`src/rtl/crsp_map.vh`:
```
// Offsets, fields, reset values and timing counts for the supervisor
`ifndef CRSP_MAP_VH
`define CRSP_MAP_VH

// Timing
`define CRSP_CLK_MHZ        10
`define CRSP_TRST_US        135
`define CRSP_TRST_CYC       (`CRSP_TRST_US * `CRSP_CLK_MHZ)
`define CRSP_HALF_CYC       1
`define CRSP_TMR_W          16

// Reset output variants, fixed at build time
`define CRSP_RST_PP_HIGH    2'h0
`define CRSP_RST_PP_LOW     2'h1
`define CRSP_RST_OD_LOW     2'h2

// Register port
`define CRSP_ADDR_W         4
`define CRSP_DATA_W         16
`define CRSP_OFF_STATUS     4'h0
`define CRSP_OFF_CTRL       4'h4
`define CRSP_OFF_TIMER      4'h8
`define CRSP_OFF_BROWN      4'hc

// Control register fields
`define CRSP_CTRL_FORCE_HALF 0
`define CRSP_CTRL_PF_SLOWS   1
`define CRSP_CTRL_RESET      2'h0

// Status register fields
`define CRSP_ST_SUPPLY_OK   0
`define CRSP_ST_OSC_RUN     1
`define CRSP_ST_RST_ACT     2
`define CRSP_ST_PF_ACT      3
`define CRSP_ST_SRC_INT     4
`define CRSP_ST_HALF_ACT    5
`define CRSP_ST_RATE_PIN    6

`endif

```
`src/rtl/crsp_clkgen.v`:
```
// Runt-free output clock with full or half rate
`timescale 1ns/1ps
module crsp_clkgen #(
  parameter HALF_CYC = 1
) (
  input  wire clk,
  input  wire rst_b,
  input  wire run,
  input  wire half_req,
  output wire clk_out,
  output wire active,
  output wire half_active
);

  reg        out_reg;
  reg        active_reg;
  reg        half_reg;
  reg [15:0] cnt_reg;
  wire [15:0] limit;

  localparam [31:0] FULL_LAST_W = HALF_CYC - 1;
  localparam [31:0] HALF_LAST_W = 2 * HALF_CYC - 1;

  // Half rate doubles every phase, so the period doubles exactly
  assign limit = half_reg ? HALF_LAST_W[15:0] : FULL_LAST_W[15:0];

  // Rate and run are only sampled at a period boundary, never mid-phase
  always @(posedge clk or negedge rst_b) begin
    if (!rst_b) begin
      out_reg    <= 1'b0;
      active_reg <= 1'b0;
      half_reg   <= 1'b0;
      cnt_reg    <= 16'h0000;
    end else if (!active_reg) begin
      out_reg <= 1'b0;
      cnt_reg <= 16'h0000;
      if (run) begin
        active_reg <= 1'b1;
        half_reg   <= half_req;
        out_reg    <= 1'b1;
      end
    end else if (cnt_reg == limit) begin
      cnt_reg <= 16'h0000;
      if (out_reg) begin
        out_reg <= 1'b0;
      end else if (run) begin
        out_reg  <= 1'b1;
        half_reg <= half_req;
      end else begin
        active_reg <= 1'b0;
      end
    end else begin
      cnt_reg <= cnt_reg + 16'h0001;
    end
  end

  assign clk_out     = out_reg;
  assign active      = active_reg;
  assign half_active = half_reg;

endmodule

```
`src/rtl/crsp_supervisor.v`:
```
// Clock, reset and power-fail supervisor top level
`timescale 1ns/1ps
`include "crsp_map.vh"

// Function
// - Rate select high gives full clock rate
// - Rate select low halves the clock exactly
// - Clock output never emits shortened phases
// - Oscillator starts only above rising trip
// - Reset held through power-up plus timeout
// - Timeout nominally 135 us from oscillator
// - Release reset at timeout if supply good
// - Reset whenever supply below trip level
// - Reset output variant chosen at build
// - Open-drain flag low below power-fail threshold
// - Monitor external divided voltage or supply
// - Power-fail flag on rate select halves clock
// - Sense level selects monitoring source
// - Reset asserts below falling trip level
module crsp_supervisor #(
  parameter [1:0] RST_VARIANT = `CRSP_RST_OD_LOW,
  parameter       HALF_CYC    = `CRSP_HALF_CYC
) (
  input  wire                    clk,
  input  wire                    rst_b,
  input  wire                    supply_above_rise,
  input  wire                    supply_below_fall,
  input  wire                    sense_below_sel_lo,
  input  wire                    sense_above_sel_hi,
  input  wire                    ext_below_pf,
  input  wire                    int_below_pf,
  input  wire                    rate_sel_in,
  input  wire [`CRSP_ADDR_W-1:0] reg_addr,
  input  wire [`CRSP_DATA_W-1:0] reg_wdata,
  input  wire                    reg_wr,
  input  wire                    reg_rd,
  output wire [`CRSP_DATA_W-1:0] reg_rdata,
  output wire                    clock_out,
  output wire                    rst_out,
  output wire                    rst_oe,
  output wire                    power_fail_flag_n_out,
  output wire                    power_fail_flag_n_oe
);

  localparam [2:0] S_OFF  = 3'b001;
  localparam [2:0] S_HOLD = 3'b010;
  localparam [2:0] S_RUN  = 3'b100;

  // Counter width limits the timeout to what the timer field can hold
  localparam [31:0]            TRST_LAST_W = `CRSP_TRST_CYC - 1;
  localparam [`CRSP_TMR_W-1:0] TRST_LAST   = TRST_LAST_W[`CRSP_TMR_W-1:0];

  // Synchronised pin levels
  wire [6:0] pin_sync;
  wire       above_rise_s;
  wire       below_fall_s;
  wire       sel_lo_s;
  wire       sel_hi_s;
  wire       ext_pf_s;
  wire       int_pf_s;
  wire       rate_sel_s;

  // State
  reg  [2:0]              state_reg;
  reg  [2:0]              state_next;
  reg  [`CRSP_TMR_W-1:0]  tmr_reg;
  reg  [`CRSP_TMR_W-1:0]  tmr_next;
  reg                     supply_ok_reg;
  reg                     supply_ok_next;
  reg                     src_int_reg;
  reg                     src_int_next;
  reg                     pf_act_reg;
  reg  [1:0]              ctrl_reg;
  reg  [`CRSP_DATA_W-1:0] brown_reg;
  reg  [`CRSP_DATA_W-1:0] rdata_reg;
  reg  [`CRSP_DATA_W-1:0] rdata_next;
  reg                     rst_out_reg;
  reg                     rst_oe_reg;
  reg                     pf_oe_reg;

  wire                    pf_cond;
  wire                    osc_run;
  wire                    half_req;
  wire                    rst_assert;
  wire                    clk_active;
  wire                    half_active;
  wire [`CRSP_DATA_W-1:0] status_word;

  crsp_sync #(
    .WIDTH    (7)
  ) u_sync (
    .clk      (clk),
    .rst_b    (rst_b),
    .async_in ({rate_sel_in, int_below_pf, ext_below_pf, sense_above_sel_hi,
                sense_below_sel_lo, supply_below_fall, supply_above_rise}),
    .sync_out (pin_sync)
  );

  assign above_rise_s = pin_sync[0];
  assign below_fall_s = pin_sync[1];
  assign sel_lo_s     = pin_sync[2];
  assign sel_hi_s     = pin_sync[3];
  assign ext_pf_s     = pin_sync[4];
  assign int_pf_s     = pin_sync[5];
  assign rate_sel_s   = pin_sync[6];

  // Supply hysteresis: good from rising trip until below falling trip
  always @* begin
    supply_ok_next = supply_ok_reg;
    if (below_fall_s) begin
      supply_ok_next = 1'b0;
    end else if (above_rise_s) begin
      supply_ok_next = 1'b1;
    end
  end

  // Monitor source, held while the sense level sits between the bands
  always @* begin
    src_int_next = src_int_reg;
    if (sel_lo_s) begin
      src_int_next = 1'b0;
    end else if (sel_hi_s) begin
      src_int_next = 1'b1;
    end
  end

  assign pf_cond = src_int_reg ? int_pf_s : ext_pf_s;

  // Power-on sequencer
  always @* begin
    state_next = state_reg;
    tmr_next   = tmr_reg;
    case (state_reg)
      S_OFF: begin
        tmr_next = {`CRSP_TMR_W{1'b0}};
        if (supply_ok_reg) begin
          state_next = S_HOLD;
        end
      end
      S_HOLD: begin
        if (!supply_ok_reg) begin
          state_next = S_OFF;
          tmr_next   = {`CRSP_TMR_W{1'b0}};
        end else if (tmr_reg == TRST_LAST) begin
          state_next = S_RUN;
        end else begin
          tmr_next = tmr_reg + 1'b1;
        end
      end
      S_RUN: begin
        if (!supply_ok_reg) begin
          state_next = S_OFF;
          tmr_next   = {`CRSP_TMR_W{1'b0}};
        end
      end
      default: begin
        state_next = S_OFF;
        tmr_next   = {`CRSP_TMR_W{1'b0}};
      end
    endcase
  end

  always @(posedge clk or negedge rst_b) begin
    if (!rst_b) begin
      state_reg     <= S_OFF;
      tmr_reg       <= {`CRSP_TMR_W{1'b0}};
      supply_ok_reg <= 1'b0;
      src_int_reg   <= 1'b0;
      pf_act_reg    <= 1'b0;
    end else begin
      state_reg     <= state_next;
      tmr_reg       <= tmr_next;
      supply_ok_reg <= supply_ok_next;
      src_int_reg   <= src_int_next;
      pf_act_reg    <= pf_cond;
    end
  end

  // Reset asserted in every state but run
  assign rst_assert = (state_reg != S_RUN);

  // Oscillator stops with the supply; clkgen finishes its period first
  assign osc_run = (state_reg != S_OFF);

  // Any slow request halves the rate; pin high alone means full rate
  assign half_req = !rate_sel_s
                    || ctrl_reg[`CRSP_CTRL_FORCE_HALF]
                    || (ctrl_reg[`CRSP_CTRL_PF_SLOWS] && pf_act_reg);

  crsp_clkgen #(
    .HALF_CYC    (HALF_CYC)
  ) u_clkgen (
    .clk         (clk),
    .rst_b       (rst_b),
    .run         (osc_run),
    .half_req    (half_req),
    .clk_out     (clock_out),
    .active      (clk_active),
    .half_active (half_active)
  );

  // Reset pin; one variant only per build
  always @(posedge clk or negedge rst_b) begin
    if (!rst_b) begin
      rst_out_reg <= (RST_VARIANT == `CRSP_RST_PP_HIGH);
      rst_oe_reg  <= 1'b1;
    end else begin
      case (RST_VARIANT)
        `CRSP_RST_PP_HIGH: begin
          rst_out_reg <= rst_assert;
          rst_oe_reg  <= 1'b1;
        end
        `CRSP_RST_PP_LOW: begin
          rst_out_reg <= !rst_assert;
          rst_oe_reg  <= 1'b1;
        end
        default: begin
          rst_out_reg <= 1'b0;
          rst_oe_reg  <= rst_assert;
        end
      endcase
    end
  end

  // Power-fail flag pulls low only; release leaves the wire to the pull-up
  always @(posedge clk or negedge rst_b) begin
    if (!rst_b) begin
      pf_oe_reg <= 1'b0;
    end else begin
      pf_oe_reg <= pf_cond;
    end
  end

  // Brownout counter: one count per fall out of run, saturating
  always @(posedge clk or negedge rst_b) begin
    if (!rst_b) begin
      brown_reg <= {`CRSP_DATA_W{1'b0}};
    end else if (reg_wr && reg_addr == `CRSP_OFF_BROWN) begin
      brown_reg <= {`CRSP_DATA_W{1'b0}};
      if (state_reg == S_RUN && !supply_ok_reg) begin
        brown_reg <= {{(`CRSP_DATA_W-1){1'b0}}, 1'b1};
      end
    end else if (state_reg == S_RUN && !supply_ok_reg && !(&brown_reg)) begin
      brown_reg <= brown_reg + 1'b1;
    end
  end

  // Control register
  always @(posedge clk or negedge rst_b) begin
    if (!rst_b) begin
      ctrl_reg <= `CRSP_CTRL_RESET;
    end else if (reg_wr && reg_addr == `CRSP_OFF_CTRL) begin
      ctrl_reg <= reg_wdata[1:0];
    end
  end

  assign status_word = {{(`CRSP_DATA_W-7){1'b0}},
                        rate_sel_s,
                        half_active,
                        src_int_reg,
                        pf_act_reg,
                        rst_assert,
                        clk_active,
                        supply_ok_reg};

  // Read data stand one cycle after the strobe, zero otherwise
  always @* begin
    rdata_next = {`CRSP_DATA_W{1'b0}};
    if (reg_rd) begin
      case (reg_addr)
        `CRSP_OFF_STATUS: rdata_next = status_word;
        `CRSP_OFF_CTRL:   rdata_next = {{(`CRSP_DATA_W-2){1'b0}}, ctrl_reg};
        `CRSP_OFF_TIMER:  rdata_next = tmr_reg;
        `CRSP_OFF_BROWN:  rdata_next = brown_reg;
        default:          rdata_next = {`CRSP_DATA_W{1'b0}};
      endcase
    end
  end

  always @(posedge clk or negedge rst_b) begin
    if (!rst_b) begin
      rdata_reg <= {`CRSP_DATA_W{1'b0}};
    end else begin
      rdata_reg <= rdata_next;
    end
  end

  assign reg_rdata             = rdata_reg;
  assign rst_out               = rst_out_reg;
  assign rst_oe                = rst_oe_reg;
  assign power_fail_flag_n_out = 1'b0;
  assign power_fail_flag_n_oe  = pf_oe_reg;

endmodule

```
`src/rtl/crsp_sync.v`:
```
// Two-flop synchroniser for a group of pin levels
`timescale 1ns/1ps
module crsp_sync #(
  parameter WIDTH = 1
) (
  input  wire             clk,
  input  wire             rst_b,
  input  wire [WIDTH-1:0] async_in,
  output wire [WIDTH-1:0] sync_out
);

  reg [WIDTH-1:0] meta_reg;
  reg [WIDTH-1:0] sync_reg;

  // First stage feeds only the second stage
  always @(posedge clk or negedge rst_b) begin
    if (!rst_b) begin
      meta_reg <= {WIDTH{1'b0}};
      sync_reg <= {WIDTH{1'b0}};
    end else begin
      meta_reg <= async_in;
      sync_reg <= meta_reg;
    end
  end

  assign sync_out = sync_reg;

endmodule

```
`config.mk`:
```
export PLATFORM = sky130hd
export DESIGN_NAME = crsp_supervisor
export DESIGN_NICKNAME = d
export VERILOG_FILES = /design/src/rtl/crsp_clkgen.v /design/src/rtl/crsp_supervisor.v /design/src/rtl/crsp_sync.v
export VERILOG_INCLUDE_DIRS = /design/src /design/src/rtl
export SDC_FILE = /design/constraint.sdc
export NUM_CORES = 1
export LEC_CHECK = 0
export ABC_AREA = 1
export BUFFER_PORTS_ARGS = -buffer_cell sky130_fd_sc_hd__buf_2
export CAP_MARGIN = 5
export CORE_ASPECT_RATIO = 1.75
export CORE_MARGIN = 2
export CORE_UTILIZATION = 43
export CTS_CLUSTER_SIZE = 14
export DETAILED_ROUTE_END_ITERATION = 8
export GPL_TIMING_DRIVEN = 0
export PLACE_DENSITY = 0.59
export SETUP_SLACK_MARGIN = 0.2
export SLEW_MARGIN = 0
export SYNTH_ARGS = -nofsm -noshare
export SYNTH_HDL_FRONTEND = slang
export SYNTH_SLANG_ARGS = --single-unit
```
`constraint.sdc`:
```
create_clock -name clk -period 1.8 [get_ports clk]
set_input_delay 0.36 -clock clk [delete_from_list [all_inputs] [get_ports clk]]
set_output_delay 0.36 -clock clk [all_outputs]
set_load 0.1 [all_outputs]
```
### After elaboration in Yosys (flattened, before gate mapping)

Cells that the tools add are included.

* register bits: 90
* input port bits: 31
* output and inout port bits: 21
* word-level logic and storage cells: 85

* add/subtract/negate cells: 3
* reductions and logical operators: 18
* eq/ne operators: 16
* muxes and demuxes: 33

Operator list (count)
* 2-to-1 mux 16 bit: 8
* one-hot mux 16 bit (4 select lines): 1
* adder 16 x 1 -> 16 bit (second input constant): 3
* one-hot mux 16 bit (2 select lines): 1
* 2-to-1 mux 1 bit: 18
* equality test 16 x 11 -> 1 bit (second input constant): 1
* equality test 16 bit: 1
* AND reduction 16 bit: 1
* 2-to-1 mux 3 bit: 4
* != test 3 bit (second input constant): 3
* one-hot mux 3 bit (3 select lines): 1
* equality test 4 bit (second input constant): 2
* != test 2 bit (second input constant): 4
* nonzero test 2 bit: 3
* logical AND 1 bit: 5
* equality test 4 x 3 -> 1 bit (second input constant): 1
* logical NOT 4 bit: 1
* AND reduction 2 bit: 2
* equality test 3 x 1 -> 1 bit (second input constant): 1
* equality test 3 x 2 -> 1 bit (second input constant): 1
* equality test 3 bit (second input constant): 1
* logical NOT 1 bit: 3
* != test 3 x 1 -> 1 bit (second input constant): 1
* AND reduction 3 bit: 1
* logical OR 1 bit: 2

### Logic depth before layout (Yosys ltp)

* word-level depth: 7
* mapped depth: 10
* gate-level depth less buffers: 9

### By module

Synthesis repeated with hierarchy kept, for this count alone.

* cells, all modules: 595
* area, all modules: 4674.5 sq um

By module, submodules not included
* crsp_supervisor: sequential area each 1428.9 sq um, instances 1, cells each 450, area each 3309.4 sq um
* crsp_clkgen: sequential area each 475.5 sq um, instances 1, cells each 131, area each 1014.7 sq um
* crsp_sync: sequential area each 350.3 sq um, instances 1, cells each 14, area each 350.3 sq um

### Least setup slack after synthesis

No wires, ideal clock.

* kind: register -> register
* start: register u_clkgen.out_reg (netlist: u_clkgen.clk_out)
* end: register u_clkgen.out_reg (netlist: u_clkgen.clk_out)
* setup time: 0.129 ns
* data required time: 1.671 ns
* arrival: 1.403 ns
* path buffers: 0
* path slack: 0.268 ns
* cell stages (with the launch flop): 6
* period minus slack after synthesis: 1.532 ns
* path through: dfrtp_1 inv_1 o21ai_0 inv_1 nand2_1 o21ai_0

* word-level cells in the longest chain between the ends: 3

RTL lines
* start, declared: RTL line crsp_clkgen.v:15 `reg out_reg;`
* start signal, assigned: RTL line crsp_clkgen.v:30 `out_reg <= 1'b0;`
* start signal, assigned: RTL line crsp_clkgen.v:35 `out_reg <= 1'b0;`
* start signal, assigned: RTL line crsp_clkgen.v:40 `out_reg <= 1'b1;`
* 2-to-1 mux 1 bit: RTL line crsp_clkgen.v:44 `if (out_reg) begin`
* 2-to-1 mux 1 bit: RTL line crsp_clkgen.v:42 `end else if (cnt_reg == limit) begin`
* 2-to-1 mux 1 bit: RTL line crsp_clkgen.v:34 `end else if (!active_reg) begin`

No other way between the ends. The select of a mux whose other input is x is not followed.
A chain may end at the register's enable or synchronous reset.

### Worst setup path after layout

* start: register state_reg[2]
* end: register brown_reg[10]

* word-level cells in the longest chain between the ends: 4

RTL lines
* start, declared: RTL line crsp_supervisor.v:64 `reg [2:0] state_reg;`
* start signal, assigned: RTL line crsp_supervisor.v:171 `state_reg <= state_next;`
* equality test 3 bit: RTL line crsp_supervisor.v:243 `end else if (state_reg == S_RUN && !supply_ok_reg && !(&brown_reg)) begin`
* logical AND 1 bit (2 in a row): RTL line crsp_supervisor.v:243
* nonzero test 2 bit (no source line)
* end signal, assigned: RTL line crsp_supervisor.v:239 `` brown_reg <= {`CRSP_DATA_W{1'b0}}; ``
* end signal, assigned: RTL line crsp_supervisor.v:241 `` brown_reg <= {{(`CRSP_DATA_W-1){1'b0}}, 1'b1}; ``
* end signal, assigned: RTL line crsp_supervisor.v:244 `brown_reg <= brown_reg + 1'b1;`
* end, declared: RTL line crsp_supervisor.v:74 `` reg [`CRSP_DATA_W-1:0] brown_reg; ``

No other way between the ends.

==> impl_metrics.env <==
export IMPL_status="completed"
export IMPL_cpLargestDelayFamily="simple AND/OR/NAND/NOR gates"
export IMPL_h_tree_depth=3
export IMPL_fin_cells=789
export IMPL_rsz0062_at_grt="yes"
export IMPL_grt_pass1_wl_um=19280
export IMPL_syn_avg_cell_area_um2=7.817
export IMPL_antenna_found_initial=0
export IMPL_gp_congestion=0.9586
export IMPL_yosysWarnings=0
export IMPL_power_density_nw_per_um2=893.4
export IMPL_port_buffers=35
export IMPL_dp_cells=750
export IMPL_ys_seq_area_share_pct=49.22
export IMPL_drive_above_1_share_pct=18.58
export IMPL_critPathRequiredTime_ps=2060
export IMPL_fin_skew_ps=8.337
export IMPL_fin_total_pwr_w=0.005044
export IMPL_die_area_um2=11530
export IMPL_hold_viol=0
export IMPL_nFillCells=996
export IMPL_drt_first_iter_violations=295
export IMPL_drv_cap=0
export IMPL_ioPinCount=52
export IMPL_syn_to_final_growth_pct=23.24
export IMPL_num_nets_final=692
export IMPL_dpl_instance_area_um2=4949
export IMPL_hpwl_um=8921
export IMPL_clk_pin_slew_worst_paths_ps=70
export IMPL_drt_total_wl_um=12200
export IMPL_finalWorstSetupSlack_ps=209.8
export IMPL_clk_latency_ps=340
export IMPL_fin_crit_ps=1590
export IMPL_worstPathCellList="inv_2 -> nor3_4 -> nand2_4 -> nor2_4 -> buf_6 -> nand4_1 -> o21ai_1"
export IMPL_synth_cells=586
export IMPL_ys_seq_elements=90
export IMPL_synth_area_um2=4581
export IMPL_grt_pass1_vias=4110
export IMPL_gr_usage_all_layers_pct=21.98
export IMPL_leakage_nw=2.613
export IMPL_peakVddDrop_mv=0.6450
export IMPL_grt_max_degree=57
export IMPL_slew_violations=0
export IMPL_core_area_um2=10300
export IMPL_critPathLaunchType="flip-flop"
export IMPL_ys_types=35
export IMPL_final_util_pct=54.81
export IMPL_critPathMaxStageDelay_ps=400
export IMPL_rows=49
export IMPL_clockRootBuffer="clkbuf_16"
export IMPL_diodes=0
export IMPL_endpoint_kind="flip-flop"
export IMPL_fp_dieW_um=82.02
export IMPL_crit_type="flip-flop to flip-flop"
export IMPL_tritoncts="yes"
export IMPL_initial_core_util_pct=44.47
export IMPL_cp_slowest_cell="dfrtp_1"
export IMPL_final_cell_mix="nand2_1 (126), nor2_1 (86), dfrtp_1 (85)"
export IMPL_final_antenna_net_count=0
export IMPL_holdCritPathClass="input pin to flip-flop"
export IMPL_die_h_um=140.5
export IMPL_vias=4233
export IMPL_finalSetupViolCount=0
export IMPL_cp_num_buf_inv=2
export IMPL_dr_pass1_iters=5
export IMPL_drc_errors=0
export IMPL_viasPerCell=5.365
export IMPL_final_common_cell="nand2_1"
export IMPL_worstPathArrival_ps=1850
export IMPL_grt_ovfl_total=0
export IMPL_place_ws_ps=24.68
export IMPL_cts_sinks=90
export IMPL_finalCritPeriodShare_pct=88.34
export IMPL_cts_buffer_depth=2
export IMPL_numCtsBuffers=9
export IMPL_crit_fanout=8
export IMPL_timing_fmax_mhz=628.9
export IMPL_post_drt_wl_per_cell_um=15.46
export IMPL_finalInstanceArea_um2=5645
-- kinds of logic (layout without fill, tap and decap cells) --
| logic type | Yosys count | in the layout | synth area share, % |
|---|---|---|---|
| other | 1 | 2 | 0.08187 |
| AOI/OAI and AO/OA | 66 | 66 | 8.331 |
| and+or+nand+nor | 319 | 319 | 30.98 |
| xor gates and xnor gates | 11 | 11 | 2.103 |
| adders and majority gates | 4 | 4 | 1.093 |
| DFF | 90 | 90 | 49.22 |
| buffers and inverters | 95 | 170 | 8.194 |
-- cell type report --
cell class                 instances  area [µm²]  area share (%)
sequential                        90        2258           40.00
multi-input combinational        402        2066           36.59
timing repair buffer              59       416.7           7.380
inverter                          83       311.5           5.519
clock buffer                      10       239.0           4.233
tap                              127       158.9           2.815
clock inverter                     6       118.9           2.105
buffer                            12       76.32           1.352
-- path summary, 6_finish.rpt --
check                                   startpoint                  to  slack (ps)  cells after the start
worst max-delay path                  state_reg[2]       brown_reg[10]         210                      7
min in group asynchronous                    rst_b        brown_reg[9]         520                      2
worst min register to register  u_sync.meta_reg[5]  u_sync.sync_out[5]         350                      0
worst min-delay path             supply_below_fall  u_sync.meta_reg[1]         120                      1
max in group asynchronous                    rst_b              rst_oe         590                      3
worst max register to register        state_reg[2]       brown_reg[10]         210                      7
-- through the flow --
stage               hold WS, ps  setup TNS (ps)
finish                    116.3               0
global route              108.7               0
CTS                       109.5               0
detailed placement        334.7               0
global placement          332.8          -41770
floorplan                 64.41               0
-- timing repair --
| action | in CTS | in global routing |
|---|---|---|
| setup endpoints to repair | 32 | 29 |
| hold buffers | 1 | 0 |
| endpoints found under the hold margin | 4 | 0 |
| buffers inserted | 5 | 15 |
| resized for setup | 14 | 37 |
| pin swaps | 3 | 14 |
| gates cloned | 0 | 2 |
-- power breakdown --
group          switching (W)  total, W  internal [W]
Clock               0.000828   0.00224       0.00141
Sequential         0.0000662   0.00219       0.00212
Combinational       0.000455  0.000615      0.000160
Total                0.00135   0.00504       0.00369
-- layer usage --
layer	vias to the layer above	GRT usage [%]	wire length [µm]
met5	-	0	0
met4	0	10.44	449
met3	36	3.608	401
met2	117	38.81	6745
met1	2033	24.92	4604
li1	2047	-	-
-- synthesized netlist by cell type --
master,n,share of area (%)
nor2_2,1,0.14
o31ai_1,1,0.16
clkbuf_1,5,0.41
xor2_1,11,2.1
o221ai_1,1,0.19
nand2_2,3,0.41
nand3b_1,3,0.49
nand4_1,39,5.3
nor3_4,2,0.71
nand2_1,134,11
dfstp_2,2,1.1
o22ai_1,15,2.0
dfrtp_1,88,48
o21ai_4,1,0.36
inv_2,2,0.16
o211ai_1,3,0.49
buf_2,3,0.33
nor2_4,2,0.49
nor4_1,1,0.14
nor2_1,91,7.5
o32ai_1,1,0.19
conb_1,1,0.082
buf_6,1,0.25
inv_1,81,6.6
nand3_2,1,0.22
nand3_1,33,3.6
ha_1,4,1.1
or2_2,1,0.14
o21ai_1,10,1.1
buf_4,2,0.33
o21ai_2,1,0.19
a21oi_1,6,0.66
nor3_1,8,0.87
buf_1,1,0.082
o21ai_0,27,3.0
Power figures use the tool's default switching activity.
